File: src/cssr_pkg.sv
// Package for the clock switch status and control register block.
// Assumes a 32-bit AXI4-Lite register bus and one 25 MHz clock.
package cssr_pkg;
   // Byte addresses of the registers; each takes one aligned word.
   localparam logic [7:0] CSSR_REQ_OFF      = 8'h00;  // Requested source and divider.
   localparam logic [7:0] CSSR_CUR_OFF      = 8'h04;  // Current clock setting.
   localparam logic [7:0] CSSR_CTL_OFF      = 8'h08;  // Clock switch control.
   localparam logic [7:0] CSSR_STAT_OFF     = 8'h0C;  // Oscillator ready status.
   localparam logic [7:0] CSSR_EN_OFF       = 8'h10;  // Oscillator force enable.
   localparam logic [7:0] CSSR_CFG_OFF      = 8'h14;  // Frequency, mode and irq enable.
   localparam logic [7:0] CSSR_IRQ_OFF      = 8'h18;  // Switch interrupt flag.
   // Field positions.
   localparam int CSSR_SRC_LSB  = 4;
   localparam int CSSR_HOLD_BIT = 7;
   localparam int CSSR_DONE_BIT = 4;
   localparam int CSSR_NEW_BIT  = 3;
   localparam int CSSR_EXT_BIT  = 7;
   localparam int CSSR_HF_BIT   = 6;
   localparam int CSSR_MF_BIT   = 5;
   localparam int CSSR_LF_BIT   = 4;
   localparam int CSSR_RC_BIT   = 2;
   localparam int CSSR_PLL_BIT  = 0;
   localparam int CSSR_IE_BIT   = 8;
   // Writable bit masks of the force enable register.
   localparam logic [7:0] CSSR_EN_MASK      = 8'hF4;
   // Source encodings.
   localparam logic [2:0] CSSR_SRC_EXT      = 3'h7;
   localparam logic [2:0] CSSR_SRC_HF       = 3'h6;
   localparam logic [2:0] CSSR_SRC_LF       = 3'h5;
   localparam logic [2:0] CSSR_SRC_EXT_PLL  = 3'h2;
   localparam logic [2:0] CSSR_SRC_HF_PLL   = 3'h1;
   localparam logic [3:0] CSSR_DIV_MAX      = 4'h9;
   // Reset values.
   localparam logic [2:0] CSSR_RST_SRC      = 3'h6;
   localparam logic [3:0] CSSR_RST_DIV_HF   = 4'h2;
   localparam logic [3:0] CSSR_RST_DIV      = 4'h0;
   localparam logic [7:0] CSSR_RST_EN       = 8'h00;
   localparam logic [2:0] CSSR_RST_FRQ      = 3'h2;
   localparam logic [2:0] CSSR_RST_MODE     = 3'h0;
   // AXI responses.
   localparam logic [1:0] CSSR_OKAY         = 2'h0;
   localparam logic [1:0] CSSR_SLVERR       = 2'h2;
   // One clock setting: source and divider.
   typedef struct packed {
      logic [2:0] src;
      logic [3:0] div;
   } cssr_setting_t;
   // Raw ready indications from the oscillators and PLL.
   typedef struct packed {
      logic ext;
      logic hf;
      logic mf;
      logic lf;
      logic rc;
      logic pll;
   } cssr_ready_t;
   // Switch sequencer states.
   typedef enum logic [1:0] {CSSR_IDLE, CSSR_WAIT, CSSR_HELD} cssr_state_t;
endpackage

File: src/cssr_top.sv
// Clock switch status and control registers with an AXI4-Lite slave.
// Assumes oscillator ready inputs are asynchronous and the mux obeys active_sel.
//
// Overview of operation
// - Current source field read-only at bits 6-4.
// - Current divider field read-only at bits 3-0.
// - Reset: current fields equal requested fields.
// - Power-on current fields show starting setting.
// - Source codes 7,6,5,2,1 valid; others reserved.
// - Divider is two to code; above nine reserved.
// - HF frequency and external mode come from config.
// - Hold bit stalls ready switch, raising interrupt.
// - Hold clear at ready: switch takes place.
// - Done flag set when request equals current.
// - New-ready flag: switch held and requested oscillator ready.
// - Status ready flags at bits 7,6,5,4,2.
// - PLL flag needs enable, input ready, lock.
// - Bit 7 forces external oscillator on.
// - Bit 6 forces high-frequency internal on.
// - Bits 5,4,2 force mid, low, converter on.
// - Unimplemented bits ignore writes, read zero.
// - Current fields change only when switch occurs.
// - Reserved source write discards whole request.
// - Interrupt flag sets when requested oscillator ready, held or not; enable gates.
`timescale 1ns/100ps
module cssr_top
   import cssr_pkg::*;
(
   // Clock and reset.
   input  wire logic          clock,
   input  wire logic          rst_n,
   // AXI4-Lite write address and data.
   input  wire logic [7:0]    s_axi_awaddr,
   input  wire logic          s_axi_awvalid,
   output logic               s_axi_awready,
   input  wire logic [31:0]   s_axi_wdata,
   input  wire logic [3:0]    s_axi_wstrb,
   input  wire logic          s_axi_wvalid,
   output logic               s_axi_wready,
   // AXI4-Lite write response.
   output logic [1:0]         s_axi_bresp,
   output logic               s_axi_bvalid,
   input  wire logic          s_axi_bready,
   // AXI4-Lite read channels.
   input  wire logic [7:0]    s_axi_araddr,
   input  wire logic          s_axi_arvalid,
   output logic               s_axi_arready,
   output logic [31:0]        s_axi_rdata,
   output logic [1:0]         s_axi_rresp,
   output logic               s_axi_rvalid,
   input  wire logic          s_axi_rready,
   // Oscillator side.
   input  wire cssr_ready_t   osc_ready_raw,
   input  wire logic          pll_enabled,
   input  wire logic          pll_locked,
   output cssr_setting_t      active_sel,
   output logic [2:0]         pll_input_src,
   output logic [7:0]         osc_force_on,
   output logic [2:0]         internal_freq_sel,
   output logic [2:0]         ext_osc_mode_cfg,
   output logic               switch_irq
);
   logic          rst_s1_r, rst_sync_n;  // Reset release synchroniser.
   cssr_ready_t   rdy_s1_r, rdy_r;       // Ready input synchroniser.
   logic          pllen_s1_r, pllen_r;   // PLL enable synchroniser.
   logic          lock_s1_r, lock_r;     // PLL lock synchroniser.
   cssr_setting_t req_r;                 // Requested setting.
   cssr_setting_t cur_r;                 // Current setting.
   logic          hold_r;                // Switch hold bit.
   logic          new_rdy_r;             // New oscillator ready flag.
   logic          irq_flag_r;            // Switch interrupt flag.
   logic          irq_en_r;              // Switch interrupt enable.
   logic [7:0]    en_r;                  // Force enable register.
   logic [2:0]    frq_r;                 // Internal frequency select.
   logic [2:0]    mode_r;                // External oscillator mode.
   cssr_state_t   state_r;               // Switch sequencer state.
   logic          aw_hit_r, w_hit_r;     // Address and data taken.
   logic [7:0]    awaddr_r;              // Latched write address.
   logic [31:0]   wdata_r;               // Latched write data.
   logic [3:0]    wstrb_r;               // Latched byte strobes.
   logic          wr_go;                 // Write commits this cycle.
   logic          req_rdy;               // Requested oscillator ready.
   logic          pll_ok;                // PLL usable.
   logic          src_ok;                // Written source code legal.
   logic          ready_rise;            // New oscillator becomes ready.
   logic          clr_irq;               // Software clears the flag.
   logic [7:0]    stat_byte;             // Status register image.
   logic [31:0]   rd_word;               // Read mux output.
   logic          rd_ok;                 // Read address mapped.

   // Reset is released through two flops so removal is synchronous.
   always_ff @(posedge clock or negedge rst_n) begin
      if (!rst_n) begin
         rst_s1_r   <= 1'b0;
         rst_sync_n <= 1'b0;
      end else begin
         rst_s1_r   <= 1'b1;
         rst_sync_n <= rst_s1_r;
      end
   end

   // Ready lines come from other clocks; only the second stage is read.
   always_ff @(posedge clock or negedge rst_sync_n) begin
      if (!rst_sync_n) begin
         rdy_s1_r   <= '0;
         rdy_r      <= '0;
         pllen_s1_r <= 1'b0;
         pllen_r    <= 1'b0;
         lock_s1_r  <= 1'b0;
         lock_r     <= 1'b0;
      end else begin
         rdy_s1_r   <= osc_ready_raw;
         rdy_r      <= rdy_s1_r;
         pllen_s1_r <= pll_enabled;
         pllen_r    <= pllen_s1_r;
         lock_s1_r  <= pll_locked;
         lock_r     <= lock_s1_r;
      end
   end

   // The PLL counts as usable only with its input, enable and lock.
   always_comb begin
      case (pll_input_src)
         CSSR_SRC_EXT: pll_ok = pllen_r && lock_r && rdy_r.ext;
         CSSR_SRC_HF:  pll_ok = pllen_r && lock_r && rdy_r.hf;
         default:      pll_ok = 1'b0;
      endcase
   end

   // Readiness of whatever the request selects.
   always_comb begin
      case (req_r.src)
         CSSR_SRC_EXT:     req_rdy = rdy_r.ext;
         CSSR_SRC_HF:      req_rdy = rdy_r.hf;
         CSSR_SRC_LF:      req_rdy = rdy_r.lf;
         CSSR_SRC_EXT_PLL: req_rdy = rdy_r.ext && pll_ok;
         CSSR_SRC_HF_PLL:  req_rdy = rdy_r.hf && pll_ok;
         default:          req_rdy = 1'b0;
      endcase
   end

   // Source code check for request writes.
   always_comb begin
      case (wdata_r[CSSR_SRC_LSB +: 3])
         CSSR_SRC_EXT, CSSR_SRC_HF, CSSR_SRC_LF,
         CSSR_SRC_EXT_PLL, CSSR_SRC_HF_PLL: src_ok = 1'b1;
         default:                           src_ok = 1'b0;
      endcase
   end

   assign wr_go      = aw_hit_r && w_hit_r && !s_axi_bvalid;
   // Only a real pending switch may raise the flag, not a request already met.
   assign ready_rise = (state_r == CSSR_WAIT) && req_rdy && (req_r != cur_r);
   assign clr_irq    = wr_go && (awaddr_r == CSSR_IRQ_OFF) && wstrb_r[0] && wdata_r[0];

   // Request register; reserved source codes drop the entire write.
   always_ff @(posedge clock or negedge rst_sync_n) begin
      if (!rst_sync_n) begin
         req_r.src <= CSSR_RST_SRC;
         req_r.div <= CSSR_RST_DIV_HF;
      end else if (wr_go && awaddr_r == CSSR_REQ_OFF && wstrb_r[0] && src_ok
                   && wdata_r[3:0] <= CSSR_DIV_MAX) begin
         req_r.src <= wdata_r[CSSR_SRC_LSB +: 3];
         req_r.div <= wdata_r[3:0];
      end
   end

   // Sequencer: waits for the new oscillator, then switches or holds.
   always_ff @(posedge clock or negedge rst_sync_n) begin
      if (!rst_sync_n) begin
         state_r   <= CSSR_IDLE;
         cur_r.src <= CSSR_RST_SRC;
         cur_r.div <= CSSR_RST_DIV_HF;
         new_rdy_r <= 1'b0;
      end else begin
         case (state_r)
            CSSR_IDLE: begin
               new_rdy_r <= 1'b0;
               if (req_r != cur_r) begin
                  state_r <= CSSR_WAIT;
               end
            end
            CSSR_WAIT: begin
               if (req_r == cur_r) begin
                  state_r <= CSSR_IDLE;
               end else if (req_rdy && !hold_r) begin
                  cur_r   <= req_r;
                  state_r <= CSSR_IDLE;
               end else if (req_rdy) begin
                  new_rdy_r <= 1'b1;
                  state_r   <= CSSR_HELD;
               end
            end
            CSSR_HELD: begin
               // Software abandons by copying current into the request.
               if (req_r == cur_r) begin
                  new_rdy_r <= 1'b0;
                  state_r   <= CSSR_IDLE;
               end else if (!req_rdy) begin
                  new_rdy_r <= 1'b0;
                  state_r   <= CSSR_WAIT;
               end else if (!hold_r) begin
                  cur_r     <= req_r;
                  new_rdy_r <= 1'b0;
                  state_r   <= CSSR_IDLE;
               end
            end
            default: state_r <= CSSR_IDLE;
         endcase
      end
   end

   // Interrupt flag; a new event wins over a software clear.
   always_ff @(posedge clock or negedge rst_sync_n) begin
      if (!rst_sync_n) begin
         irq_flag_r <= 1'b0;
      end else if (ready_rise) begin
         irq_flag_r <= 1'b1;
      end else if (clr_irq) begin
         irq_flag_r <= 1'b0;
      end
   end

   // Software-written control: hold, force enables, config and irq enable.
   always_ff @(posedge clock or negedge rst_sync_n) begin
      if (!rst_sync_n) begin
         hold_r   <= 1'b0;
         en_r     <= CSSR_RST_EN;
         frq_r    <= CSSR_RST_FRQ;
         mode_r   <= CSSR_RST_MODE;
         irq_en_r <= 1'b0;
      end else if (wr_go) begin
         if (awaddr_r == CSSR_CTL_OFF && wstrb_r[0]) begin
            hold_r <= wdata_r[CSSR_HOLD_BIT];
         end
         if (awaddr_r == CSSR_EN_OFF && wstrb_r[0]) begin
            en_r <= wdata_r[7:0] & CSSR_EN_MASK;
         end
         if (awaddr_r == CSSR_CFG_OFF) begin
            if (wstrb_r[0]) begin
               frq_r  <= wdata_r[2:0];
               mode_r <= wdata_r[6:4];
            end
            if (wstrb_r[1]) begin
               irq_en_r <= wdata_r[CSSR_IE_BIT];
            end
         end
      end
   end

   // Outputs to the oscillators, PLL and mux, all from flops.
   always_ff @(posedge clock or negedge rst_sync_n) begin
      if (!rst_sync_n) begin
         active_sel.src    <= CSSR_RST_SRC;
         active_sel.div    <= CSSR_RST_DIV_HF;
         pll_input_src     <= CSSR_SRC_HF;
         osc_force_on      <= CSSR_RST_EN;
         internal_freq_sel <= CSSR_RST_FRQ;
         ext_osc_mode_cfg  <= CSSR_RST_MODE;
         switch_irq        <= 1'b0;
      end else begin
         active_sel        <= cur_r;
         // PLL input follows the request when it picks a PLL source.
         if (req_r.src == CSSR_SRC_EXT_PLL) begin
            pll_input_src <= CSSR_SRC_EXT;
         end else if (req_r.src == CSSR_SRC_HF_PLL) begin
            pll_input_src <= CSSR_SRC_HF;
         end
         osc_force_on      <= en_r;
         internal_freq_sel <= frq_r;
         ext_osc_mode_cfg  <= mode_r;
         switch_irq        <= irq_flag_r && irq_en_r;
      end
   end

   // Status image from synchronised ready lines.
   always_comb begin
      stat_byte               = 8'h00;
      stat_byte[CSSR_EXT_BIT] = rdy_r.ext;
      stat_byte[CSSR_HF_BIT]  = rdy_r.hf;
      stat_byte[CSSR_MF_BIT]  = rdy_r.mf;
      stat_byte[CSSR_LF_BIT]  = rdy_r.lf;
      stat_byte[CSSR_RC_BIT]  = rdy_r.rc;
      stat_byte[CSSR_PLL_BIT] = pll_ok;
   end

   // Read mux; unmapped addresses answer SLVERR with zero data.
   always_comb begin
      rd_word = 32'h0000_0000;
      rd_ok   = 1'b1;
      case (s_axi_araddr)
         CSSR_REQ_OFF:  rd_word[6:0] = {req_r.src, req_r.div};
         CSSR_CUR_OFF:  rd_word[6:0] = {cur_r.src, cur_r.div};
         CSSR_CTL_OFF: begin
            rd_word[CSSR_HOLD_BIT] = hold_r;
            rd_word[CSSR_DONE_BIT] = (req_r == cur_r);
            rd_word[CSSR_NEW_BIT]  = new_rdy_r;
         end
         CSSR_STAT_OFF: rd_word[7:0] = stat_byte;
         CSSR_EN_OFF:   rd_word[7:0] = en_r;
         CSSR_CFG_OFF:  rd_word[8:0] = {irq_en_r, 1'b0, mode_r, 1'b0, frq_r};
         CSSR_IRQ_OFF:  rd_word[0]   = irq_flag_r;
         default:       rd_ok        = 1'b0;
      endcase
   end

   // Write channels: address and data taken in any order, then respond.
   always_ff @(posedge clock or negedge rst_sync_n) begin
      if (!rst_sync_n) begin
         aw_hit_r      <= 1'b0;
         w_hit_r       <= 1'b0;
         awaddr_r      <= 8'h00;
         wdata_r       <= 32'h0000_0000;
         wstrb_r       <= 4'h0;
         s_axi_awready <= 1'b0;
         s_axi_wready  <= 1'b0;
         s_axi_bvalid  <= 1'b0;
         s_axi_bresp   <= CSSR_OKAY;
      end else begin
         s_axi_awready <= !aw_hit_r && !s_axi_awready && s_axi_awvalid;
         s_axi_wready  <= !w_hit_r && !s_axi_wready && s_axi_wvalid;
         if (s_axi_awvalid && s_axi_awready) begin
            aw_hit_r <= 1'b1;
            awaddr_r <= s_axi_awaddr;
         end
         if (s_axi_wvalid && s_axi_wready) begin
            w_hit_r <= 1'b1;
            wdata_r <= s_axi_wdata;
            wstrb_r <= s_axi_wstrb;
         end
         if (wr_go) begin
            s_axi_bvalid <= 1'b1;
            s_axi_bresp  <= (awaddr_r <= CSSR_IRQ_OFF && awaddr_r[1:0] == 2'h0
                             && awaddr_r != CSSR_CUR_OFF && awaddr_r != CSSR_STAT_OFF)
                            ? CSSR_OKAY : CSSR_SLVERR;
         end else if (s_axi_bvalid && s_axi_bready) begin
            s_axi_bvalid <= 1'b0;
            aw_hit_r     <= 1'b0;
            w_hit_r      <= 1'b0;
         end
      end
   end

   // Read channel: one cycle after the address handshake.
   always_ff @(posedge clock or negedge rst_sync_n) begin
      if (!rst_sync_n) begin
         s_axi_arready <= 1'b0;
         s_axi_rvalid  <= 1'b0;
         s_axi_rdata   <= 32'h0000_0000;
         s_axi_rresp   <= CSSR_OKAY;
      end else begin
         s_axi_arready <= !s_axi_arready && !s_axi_rvalid && s_axi_arvalid;
         if (s_axi_arvalid && s_axi_arready) begin
            s_axi_rvalid <= 1'b1;
            s_axi_rdata  <= rd_word;
            s_axi_rresp  <= rd_ok ? CSSR_OKAY : CSSR_SLVERR;
         end else if (s_axi_rvalid && s_axi_rready) begin
            s_axi_rvalid <= 1'b0;
         end
      end
   end

   // Current setting moves only in the cycle after a held-off or direct switch.
   property p_cur_stable;
      @(posedge clock) disable iff (!rst_sync_n)
         (state_r == CSSR_IDLE) |=> $stable(cur_r);
   endproperty
   a_cur_stable: assert property (p_cur_stable)
      else $error("Current setting changed outside a switch.");

   property p_hold_stalls;
      @(posedge clock) disable iff (!rst_sync_n)
         (state_r == CSSR_WAIT && req_rdy && hold_r && req_r != cur_r)
            |=> (new_rdy_r && irq_flag_r && $stable(cur_r));
   endproperty
   a_hold_stalls: assert property (p_hold_stalls)
      else $error("Held switch did not stall with flags set.");

   property p_switch_go;
      @(posedge clock) disable iff (!rst_sync_n)
         (state_r == CSSR_WAIT && req_rdy && !hold_r && req_r != cur_r)
            |=> (cur_r == $past(req_r));
   endproperty
   a_switch_go: assert property (p_switch_go)
      else $error("Unheld ready switch did not take place.");

   property p_new_rdy;
      @(posedge clock) disable iff (!rst_sync_n)
         new_rdy_r |-> ($past(req_rdy) && $past(req_r) != $past(cur_r));
   endproperty
   a_new_rdy: assert property (p_new_rdy)
      else $error("New-ready flag set with no switch pending.");

   property p_irq_sets;
      @(posedge clock) disable iff (!rst_sync_n)
         ready_rise |=> irq_flag_r;
   endproperty
   a_irq_sets: assert property (p_irq_sets)
      else $error("Interrupt flag missed a ready event.");

   property p_irq_out;
      @(posedge clock) disable iff (!rst_sync_n)
         switch_irq |-> $past(irq_flag_r) && $past(irq_en_r);
   endproperty
   a_irq_out: assert property (p_irq_out)
      else $error("Interrupt raised without flag and enable.");

   property p_req_legal;
      @(posedge clock) disable iff (!rst_sync_n)
         !$stable(req_r) |-> ($past(src_ok) && req_r.div <= CSSR_DIV_MAX);
   endproperty
   a_req_legal: assert property (p_req_legal)
      else $error("Reserved request code was stored.");

   property p_en_mask;
      @(posedge clock) disable iff (!rst_sync_n)
         (osc_force_on & ~CSSR_EN_MASK) == 8'h00;
   endproperty
   a_en_mask: assert property (p_en_mask)
      else $error("Unimplemented enable bit is set.");

   property p_pll_flag;
      @(posedge clock) disable iff (!rst_sync_n)
         pll_ok |-> (lock_r && pllen_r);
   endproperty
   a_pll_flag: assert property (p_pll_flag)
      else $error("PLL ready without lock and enable.");
endmodule

File: config.mk
export PLATFORM = sky130hd
export DESIGN_NAME = cssr_top
export DESIGN_NICKNAME = d
export VERILOG_FILES = /design/src/cssr_pkg.sv /design/src/cssr_top.sv
export SDC_FILE = /design/constraint.sdc
export NUM_CORES = 1
export LEC_CHECK = 0
export BUFFER_PORTS_ARGS = -buffer_cell sky130_fd_sc_hd__buf_4
export CELL_PAD_IN_SITES_DETAIL_PLACEMENT = 0
export CELL_PAD_IN_SITES_GLOBAL_PLACEMENT = 1
export CORE_ASPECT_RATIO = 0.9
export CORE_MARGIN = 2
export CORE_UTILIZATION = 30
export CTS_BUF_LIST = sky130_fd_sc_hd__clkbuf_4 sky130_fd_sc_hd__clkbuf_8 sky130_fd_sc_hd__clkbuf_16
export CTS_CLUSTER_DIAMETER = 80
export DETAILED_ROUTE_END_ITERATION = 10
export PLACE_DENSITY_LB_ADDON = 0.1
export SLEW_MARGIN = 20
export SYNTH_ARGS = -nofsm -noshare
export SYNTH_HDL_FRONTEND = slang
export SYNTH_SLANG_ARGS = --single-unit
export TNS_END_PERCENT = 100
File: constraint.sdc
create_clock -name clock -period 9 [get_ports clock]
set_input_delay 1.8 -clock clock [delete_from_list [all_inputs] [get_ports clock]]
set_output_delay 1.8 -clock clock [all_outputs]
set_load 0.005 [all_outputs]
==> results of run 1 <==
-- registers in the layout (all words and copies together) (netlist names), 2 cells and up --
name	flops
active_sel	7
awaddr_r	8
cur_r	7
en_r	5
ext_osc_mode_cfg	3
frq_r	3
internal_freq_sel	3
mode_r	3
osc_force_on	5
rdy_r	5
rdy_s1_r	5
req_r	7
s_axi_rdata	9
state_r	2
wdata_r	9
wstrb_r	2
-- cell usage after synthesis (all sizes together) --
cell	instances	area, um^2
nor2	8	30.0
mux2	50	612
a21oi	7	38.8
nor3b	3	22.5
clkbuf	6	22.5
xor2	4	35.0
nor4	3	40.0
nand2	32	120
and4	2	17.5
xnor2	4	35.0
nor3	6	35.0
a22oi	7	52.6
conb	2	7.51
a21o	1	7.51
a31oi	2	12.5
o211ai	4	35.0
o211a	1	10.0
o32ai	1	8.76
buf	35	262
and3	2	12.5
o21a	3	22.5
o21ai	19	95.1
and2	2	12.5
nor4b	1	8.76
nand3b	4	30.0
dfrtp	93	2330
nand3	6	30.0
dfstp	11	289
a41oi	1	8.76
mux2i	4	40.0
inv	4	15.0
nand2b	1	6.26
a22o	2	17.5
or4	3	30.0
nand4	4	25.0
or3	1	6.26
nor2b	4	25.0
-- logic make-up (layout without fill, tap and decap cells) --
group	count (synthesis)	after routing	share of synthesized area
flops	104	104	0.594
mux	54	54	0.148
other cells	2	31	0.00170
buf+inv	45	97	0.0679
compound gates	48	48	0.0702
simple gates	82	82	0.103
xor+xnor	8	8	0.0159
-- per-layer routing --
layer  routed length (um)  track usage
met1                 4680        0.183
met2                 4310        0.193
met3                  423       0.0379
met4                  158       0.0510
met5                    0            0
-- worst max-delay path, cell delays in order --
cell     delay (ns)
buf_4          0.11
or3_1          0.42
nor3_1         0.74
a22oi_1        0.15
mux2i_1        0.31
a22o_1         0.17
-- through the flow --
step                area [um^2]  total power [mW]  std cells  setup slack, ns
finish                     5390              1.27        622             5.59
global route               5390              1.34        622             5.37
CTS                        5390              1.29        622             5.61
detailed placement         5060             0.847        606             5.24
global placement           5060             0.841        606             5.24
floorplan                  4510             0.759        372             5.91
-- where the power goes --
part	switching (mW)	leakage [nW]	total, mW	internal, mW
sequential	0.0833	1.30	0.635	0.551
clock	0.174	0.167	0.437	0.263
combinational	0.0842	1.06	0.198	0.114
total	0.342	2.52	1.27	0.928
-- area by class of cell --
| type | instances | area (um^2) | share of cell area |
|---|---|---|---|
| Inverter | 4 | 15.0 | 0.00278 |
| Tap cell | 198 | 248 | 0.0459 |
| Clock buffer | 12 | 260 | 0.0482 |
| Clock inverter | 4 | 73.8 | 0.0137 |
| Sequential cell | 104 | 2620 | 0.486 |
| Timing Repair Buffer | 77 | 578 | 0.107 |
| Multi-Input combinational cell | 223 | 1600 | 0.296 |
-- worst max-delay path by stage --
stage	to	depth (start not counted)	startpoint	slack, ns
2_1_floorplan	active_sel[0]$_DFF_PN0_	0	rst_sync_n$_DFF_PN0_	5.91
3_3_place_gp	s_axi_rdata[1]$_DFFE_PN0P_	6	s_axi_araddr[5]	5.24
3_5_place_dp	s_axi_rdata[1]$_DFFE_PN0P_	6	s_axi_araddr[5]	5.24
4_1_cts	s_axi_rdata[1]$_DFFE_PN0P_	6	s_axi_araddr[5]	5.61
5_1_grt	s_axi_rdata[1]$_DFFE_PN0P_	6	s_axi_araddr[5]	5.37
6_report	s_axi_rdata[1]$_DFFE_PN0P_	6	s_axi_araddr[5]	5.59
==> results.md, run 1 <==
- Crit Path Class: in -> reg
- Ant. Diodes: 0
- Clk buf depth: 2
- R2R Setup Slk: 6.56 ns
- CP max FO: 6
- Syn Area/Cell: 12.8 um^2
- Share of cells above drive strength 1: 0.382
- Outcome: completed
- Final period util: 0.378
- FF-to-FF Start: req_r[6]$_DFFE_PN1P_
- DR WL/cell: 15.4 um
- Clk slew on worst S/H paths: 0.07 ns
- Netlist cell types: 47
- Initial Util: 0.303
- H-tree levels: 3
- Fill cell count: 1484
- Wirelength, routed: 9580 um
- Leak: 2.52 nW
- R2R depth: 5
- Post-route minimum period: 3.41 ns
- Final Hold Viols: 0
- Die Span Y: 119 um
- Die W: 132 um
- Post-synthesis sequential area ratio: 0.594
- Clock Latency Late Sink: 0.36 ns
- First-pass GRT wire length: 15600 um
- Total grt overflow: 0
- Post-DP HPWL: 7010 um
- Via count: 2713
- Placer Congestion: 0.712
- Synthesized flop and latch total: 104
- Max-Cap Viols: 0
- Hold_buf cts: 0
- Area grow syn2layout: 22.4%
- Layout Utilization: 0.371
- Num CTS Buffers: 9
- Worst Path Arrival: 3.70 ns
- FMAX: 0.294 GHz
- Post-CTS setup repair buffer count: 0
- Min-Delay Path Class: reg -> async
- Peak supply drop: 0.0892 mV
- Crit start category: primary input
- Critical R2R Capture: cur_r[2]$_DFFE_PN0P_
- Nets: 486
- RSZ-0062 raised after global routing: false
- Root Driver: clkbuf_16
- Std-Cell Rows: 42
- Synth warnings: 0
- Worst setup EP type: flop
- Vias per inst: 4.36
- Mapped Area: 0.00441 mm^2
- Max Slew Vio Count: 0
- Worst Tran Pin Value: 0.934 ns
- Vias in the first global route: 2779
- Worst slew margin: 0.373
- PortBufs: 76
- Ports: 133
- Setup TNS: 0 ns
- Detail Route Antenna Nets: 0
- # DRC: 0
- Most frequent cells in the layout: 92 x dfrtp_1, 77 x buf_4, 37 x mux2_2
- CTS tree: done
- Die area: 0.0157 mm^2
- Worst EP required: 9.29 ns
- GRT Resource Usage Total: 0.131
- Core box area: 0.0146 mm^2
- Fin Hold WS: 0.343 ns
- Final Setup Violations: 0
- Antenna violations before repair: 0
- DRT iter0 DRCs: 103
- Most common cell after layout, fill and taps aside: dfrtp_1
- Pwr/cell area: 235 mW/mm^2
- Largest net degree at the start of global routing: 58
- Drt first pass iters: 4
- Sinks on Clock Net: 104
- Post-cts gate resize count: 0
- Setup Skew: 0.00973 ns
- Post-synthesis cell count: 343
(Power assumes the default switching activity.)
==> run 2: changes to the inputs <==
Clock period 9 ns to 2.9 ns, I/O delays scaled along.
==> results.md, run 2 (synthesized netlist as in run 1, its figures left out) <==
- Core box area: 0.0146 mm^2 (unchanged)
- Final Hold Viols: 0 (unchanged)
- Worst Tran Pin Value: 0.553 ns (-0.381 ns)
- Die Span Y: 119 um (unchanged)
- Largest net degree at the start of global routing: 43 (-26%)
- Peak supply drop: 0.298 mV (+230%)
- Root Driver: clkbuf_16
- Setup TNS: 0 ns (unchanged)
- GRT Resource Usage Total: 0.133 (+0.00160)
- DRT iter0 DRCs: 122 (+18%)
- H-tree levels: 3 (unchanged)
- Wirelength, routed: 9810 um (+2.4%)
- Cell area after layout: 0.00543 mm^2 (+0.65%)
- Clk slew on worst S/H paths: 0.07 ns (about the same)
- RSZ-0062 raised after global routing: false
- Critical R2R Capture: cur_r[2]$_DFFE_PN0P_
- Die W: 132 um (unchanged)
- Die area: 0.0157 mm^2 (unchanged)
- Most common cell after layout, fill and taps aside: dfrtp_1
- CTS tree: done
- Post-DP HPWL: 7140 um (+1.8%)
- Fill cell count: 1442 (-2.8%)
- Most frequent cells in the layout: 92 x dfrtp_1, 79 x buf_4, 37 x mux2_2
- Worst Path Arrival: 2.51 ns (-1.19 ns)
- Worst slew margin: 0.631 (+0.259)
- Num CTS Buffers: 9 (unchanged)
- Post-route minimum period: 2.28 ns
- Critical Path Start: req_r[6]$_DFFE_PN1P_
- Max-Cap Viols: 0 (unchanged)
- Vias per inst: 4.39 (+0.68%)
- # DRC: 0 (unchanged)
- Min-Delay Path Class: reg -> async
- Ports: 133 (unchanged)
- FMAX: 0.439 GHz
- Outcome: completed
- FF-to-FF Start: req_r[6]$_DFFE_PN1P_
- CP max FO: 10 (+4)
- R2R depth: 5 (unchanged)
- Max Slew Vio Count: 0 (unchanged)
- Detail Route Antenna Nets: 0 (unchanged)
- First-pass GRT wire length: 16000 um (+2.7%)
- Worst setup EP type: flop
- Crit start category: flop
- Final period util: 0.785
- Ant. Diodes: 0 (unchanged)
- Drt first pass iters: 4 (unchanged)
- Final Setup Violations: 0 (unchanged)
- Leading registers by flop count: s_axi_rdata x9, wdata_r x9, awaddr_r x8
- Area of the multi-input gates: 0.00160 mm^2 (unchanged)
- Via count: 2749 (+1.3%)
- Nets: 490 (+0.82%)
- Vias in the first global route: 2858 (+2.8%)
- Clock Latency Late Sink: 0.35 ns (about the same)
- DR WL/cell: 15.7 um (+1.7%)
- Leak: 2.54 nW (+0.77%)
- Placed Area: 0.00509 mm^2 (+0.69%)
- Initial Util: 0.303 (unchanged)
- Sequential cell area: 0.00262 mm^2 (unchanged)
- Setup Skew: 0.00919 ns (-0.000540 ns)
- Sinks on Clock Net: 104 (unchanged)
- Total grt overflow: 0 (unchanged)
- Crit Path Class: reg -> reg
- Share of cells above drive strength 1: 0.386 (+0.00344)
- Std-Cell Rows: 42 (unchanged)
- Antenna violations before repair: 0 (unchanged)
- Placer Congestion: 0.731 (+2.6%)
- Worst EP required: 3.13 ns (-6.16 ns)
- R2R Setup Slk: 0.62 ns (-5.94 ns)
- Pwr/cell area: 720 mW/mm^2 (+210%)
- PortBufs: 76 (unchanged)
- Post-cts gate resize count: 0 (unchanged)
- Area grow syn2layout: 23.2%
- Clk buf depth: 2 (unchanged)
run 2: cell count changes in the layout (fill, tap and decap cells not counted):
cell           change
buf_12             +1
clkinv_4           +1
clkinv_2           -1
clkbuf_4           +3
dlygate4sd3_1      +1
buf_4              +2
inv_6              -1
clkbuf_8           -2
run 2: how the worst max path moves through the flow:
stage,endpoint,slack (ns)
after floorplan,cur_r[0]$_DFFE_PN0P_,0.92
after global placement,cur_r[4]$_DFFE_PN0P_,0.58
after detailed placement,cur_r[2]$_DFFE_PN0P_,0.59
after CTS,cur_r[0]$_DFFE_PN0P_,0.58
after global routing,cur_r[3]$_DFFE_PN0P_,0.45
final,cur_r[2]$_DFFE_PN0P_,0.62
run 2: metrics by stage:
| step | hold WS, ns | utilization | total power [mW] | worst slack [ns] | cells |
|---|---|---|---|---|---|
| final | 0.321 | 0.373 | 3.91 | 0.623 | 626 |
| after global routing | 0.317 | 0.373 | 4.14 | 0.446 | 626 |
| after CTS | 0.322 | 0.373 | 3.97 | 0.584 | 626 |
| after detailed placement | 0.335 | 0.350 | 2.63 | 0.591 | 609 |
| after global placement | 0.333 | 0.350 | 2.62 | 0.584 | 609 |
| after floorplan | 0.284 | - | 2.36 | 0.921 | 372 |
run 2: where the power goes:
part	total [mW]	switching (mW)	internal, mW
Clock	1.32	0.525	0.798
Sequential	1.97	0.259	1.71
Combinational	0.616	0.257	0.359
run 2: per-layer routing:
layer	track usage	vias to the layer above	wire length (um)
li1	-	1300	-
met1	0.188	1362	4820
met2	0.195	77	4350
met3	0.0383	10	489
met4	0.0448	0	138
met5	0	-	0
run 2: cell type report:
class | instances | area share
sequential | 104 | 0.483
multi-input combinational | 223 | 0.295
timing repair buffer | 81 | 0.115
clock buffer | 13 | 0.0470
tap | 198 | 0.0456
clock inverter | 3 | 0.0127
inverter | 4 | 0.00277
run 2: what timing repair did:
action,CTS,global route
buffers inserted,0,0
hold buffers,1,0
setup endpoints to repair,0,0
endpoints found under the hold margin,2,0
run 2: worst max-delay path, cell delays in order, from the launching register on:
cell and delay, ns:
dfstp_2 0.66, xor2_1 0.10, nor4_1 0.39, nand4_1 0.28, o211a_1 0.37, mux2_4 0.35
==> run 3: changes to the inputs <==
Settings changed: ABC_AREA set to 1.
Clock period 2.9 ns to 2 ns, I/O delays scaled along.
==> results.md, run 3 <==
- Outcome: completed
- Final Setup Violations: 0 (unchanged)
- FMAX: 0.591 GHz (+35%)
- Met3 Use GR: 0.0501 (+0.0118)
- Die area: 0.0162 mm^2 (+3.2%)
- Worst slew margin: 0.670 (+0.0384)
- Net Sw Frac: 0.302 (+0.0355)
- Largest area contributor in the netlist: dfrtp_1
- Post-Place Setup Slack: 0.287 ns (-0.304 ns)
- Antenna violations before repair: 0 (unchanged)
- DR WL/cell: 13.6 um (-13%)
- Worst Path Arrival: 1.94 ns (-0.57 ns)
- Wirelength, routed: 10300 um (+5.4%)
- PortBufs: 76 (unchanged)
- Fill cell count: 1516 (+5.1%)
- CP max FO: 8 (-2)
- Detail Route Antenna Nets: 0 (unchanged)
- Max Slew Vio Count: 0 (unchanged)
- Most frequent cells after synthesis: 99 x nand2_1, 93 x dfrtp_1, 42 x inv_1, 42 x nor2_1, 31 x buf_4
- Post-Place Cells: 744 (+22%)
- Ports: 133 (unchanged)
- H-tree levels: 3 (unchanged)
- # DRC: 0 (unchanged)
- Clock Latency Late Sink: 0.36 ns (about the same)
- Die W: 134 um (+1.6%)
- Drt first pass iters: 4 (unchanged)
- Core box area: 0.0148 mm^2 (+1.4%)
- Fin Hold WS: 0.143 ns (-0.178 ns)
- Sinks on Clock Net: 104 (unchanged)
- Post-route minimum period: 1.69 ns (-0.586 ns)
- Final period util: 0.846 (+0.0603)
- Crit Path Class: reg -> reg
- Max-Cap Viols: 0 (unchanged)
- Cell area after layout: 0.00558 mm^2 (+2.8%)
- Vias per inst: 4.24 (-3.4%)
- Clk slew on worst S/H paths: 0.07 ns (about the same)
- Placer Congestion: 0.744 (+1.7%)
- Async SR Flop Fraction: 1.00 (unchanged)
- Crit start category: flop
- Std-Cell Rows: 42 (unchanged)
- Nets: 625 (+28%)
- Syn Area/Cell: 9.65 um^2 (-25%)
- Via count: 3228 (+17%)
- Worst EP required: 2.25 ns (-0.88 ns)
- RSZ-0062 raised after global routing: false
- Routing usage on met2: 0.216 (+0.0207)
- Worst setup EP type: flop
- Combinational fraction of design power: 0.187 (+0.029)
- GRT Resource Usage Total: 0.140 (+0.00667)
- Part of the power in registers: 0.493 (-0.011)
- Area share of the largest cell type after synthesis: 0.511 (-0.0171)
- R2R depth: 9 (+4)
- Share of cells above drive strength 1: 0.282 (-0.103)
- Clock Power Share: 0.320 (-0.018)
- Ant. Diodes: 0 (unchanged)
- Sequential cell area: 0.00262 mm^2 (unchanged)
- Int Pwr: 3.79 mW (+32%)
- DRT iter0 DRCs: 139 (+14%)
- Die Span Y: 121 um (+1.6%)
- Netlist cell types: 41 (-13%)
- Post-synthesis cell count: 472 (+38%)
- Pwr Total: 5.43 mW (+39%)
- Initial Util: 0.308 (+0.00569)
- Synthesized flop and latch total: 104 (unchanged)
- Worst Tran Pin Value: 0.491 ns (-0.0622 ns)
- CTS tree: done
- Root Driver: clkbuf_16
- Synth warnings: 0 (unchanged)
- Leak: 2.77 nW (+9.0%)
- Primary FF master, synth: dfrtp_1
- Hold Crit Depth: 1
- Num CTS Buffers: 9 (unchanged)
- Post-synthesis sequential area ratio: 0.575 (-0.0193)
- Total grt overflow: 0 (unchanged)
- Number of synthesized flops with an enable pin: 0 (unchanged)
- Setup TNS: 0 ns (unchanged)
- Vias in the first global route: 3200 (+12%)
- Busiest layer in global routing: met2
- Largest cells by area after synthesis: dfrtp_1 51%, nand2_1 8.2%, dfstp_2 6.3%, buf_4 5.1%, inv_1 3.5%
- Net Sw Power: 1.64 mW (+57%)
- Setup Skew: 0.00844 ns (-0.000753 ns)
- Area grow syn2layout: 22.5%
- Final Hold Viols: 0 (unchanged)
- Placed Area: 0.00527 mm^2 (+3.5%)
- Routing usage on met1: 0.184 (-0.00451)
- Pwr/cell area: 973 mW/mm^2 (+35%)
- Min-Delay Path Class: in -> reg
- First-pass GRT wire length: 17000 um (+6.5%)
- Largest net degree at the start of global routing: 48 (+12%)
- Mapped Area: 0.00455 mm^2 (+3.4%)
- Most frequent cells in the layout: 99 x nand2_1, 92 x dfrtp_1, 82 x buf_4
- Final std cells w/o fill: 761 (+22%)
- Most common cell in the netlist: nand2_1
- Clk buf depth: 2 (unchanged)
- Leading registers by flop count: s_axi_rdata x9, wdata_r x9, awaddr_r x8
- Peak supply drop: 0.477 mV (+60%)
- Setup ws final: 0.309 ns (-0.314 ns)
- Most common cell after layout, fill and taps aside: nand2_1
- Layout Utilization: 0.378 (+0.00486)
- Post-DP HPWL: 7980 um (+12%)
- Area of the multi-input gates: 0.00159 mm^2 (-0.78%)
[run 3: changes by cell type in the layout (fill, tap and decap cells not counted), moves of 7 or more]
cell,change
a21oi_1,+21
a22oi_1,-7
inv_1,+38
inv_2,+7
mux2_2,-29
mux2_4,-13
nand2_1,+67
nand2_2,+7
nand3_1,+19
nor2_1,+34
o21ai_1,+10
o21ai_2,+9
[run 3: kinds of logic after synthesis]
logic type      Yosys count  share of synthesized area
compound gates           73                     0.0959
buf+inv                  87                      0.101
flops                   104                      0.575
mux                       8                     0.0198
other cells               2                    0.00165
simple gates            198                      0.207
[run 3: path summary, 6_finish.rpt]
check | startpoint | to | slack, ns
max reg2reg | req_r[6]$_DFFE_PN1P_ | cur_r[3]$_DFFE_PN0P_ | 0.31
max in group asynchronous | rst_sync_n$_DFF_PN0_ | active_sel[1]$_DFF_PN1_ | 0.98
min reg2reg | rst_sync_n$_DFF_PN0_ | wdata_r[6]$_DFFE_PN0P_ | 0.30
min in group asynchronous | rst_sync_n$_DFF_PN0_ | wdata_r[6]$_DFFE_PN0P_ | 0.30
min | pll_enabled | pllen_s1_r$_DFF_PN0_ | 0.14
max | req_r[6]$_DFFE_PN1P_ | cur_r[3]$_DFFE_PN0P_ | 0.31
[run 3: final cells by class]
cell class / instances / share of cell area
repair buffers: 84 / 0.116
inverters: 49 / 0.0330
well taps: 198 / 0.0444
flip-flops and latches: 104 / 0.470
clock buffers: 10 / 0.0428
multi-input cells: 310 / 0.284
clock inverters: 6 / 0.0101
[run 3: worst max-delay path, stage by stage, from the launching register on]
cell     delay [ns]
dfstp_2        0.63
inv_2          0.08
nand2_1        0.06
nand2_1        0.04
nand3_1        0.17
nor2_4         0.09
a21oi_4        0.27
nand2_4        0.12
nand2_1        0.07
nand2_1        0.05
[run 3: power groups by stage]
stage	registers (mW)	clock network [mW]	logic (mW)
6_report	2.68	1.74	1.02
5_1_grt	2.73	1.91	1.16
3_3_place_gp	2.71	0	1.03
2_1_floorplan	2.67	0	0.687
4_1_cts	2.68	1.82	1.05
3_5_place_dp	2.72	0	1.04
[run 3: per-layer routing]
layer | part of all wire | vias up
met1 | 0.46 | 1508
li1 | - | 1625
met2 | 0.47 | 89
met3 | 0.062 | 6
met4 | 0.0079 | 0
met5 | 0 | -
[run 3: repair_timing]
action	in CTS	in global routing
hold buffers	1	0
setup buffers	0	0
hold endpoints to repair	2	0
gates resized for setup	0	0
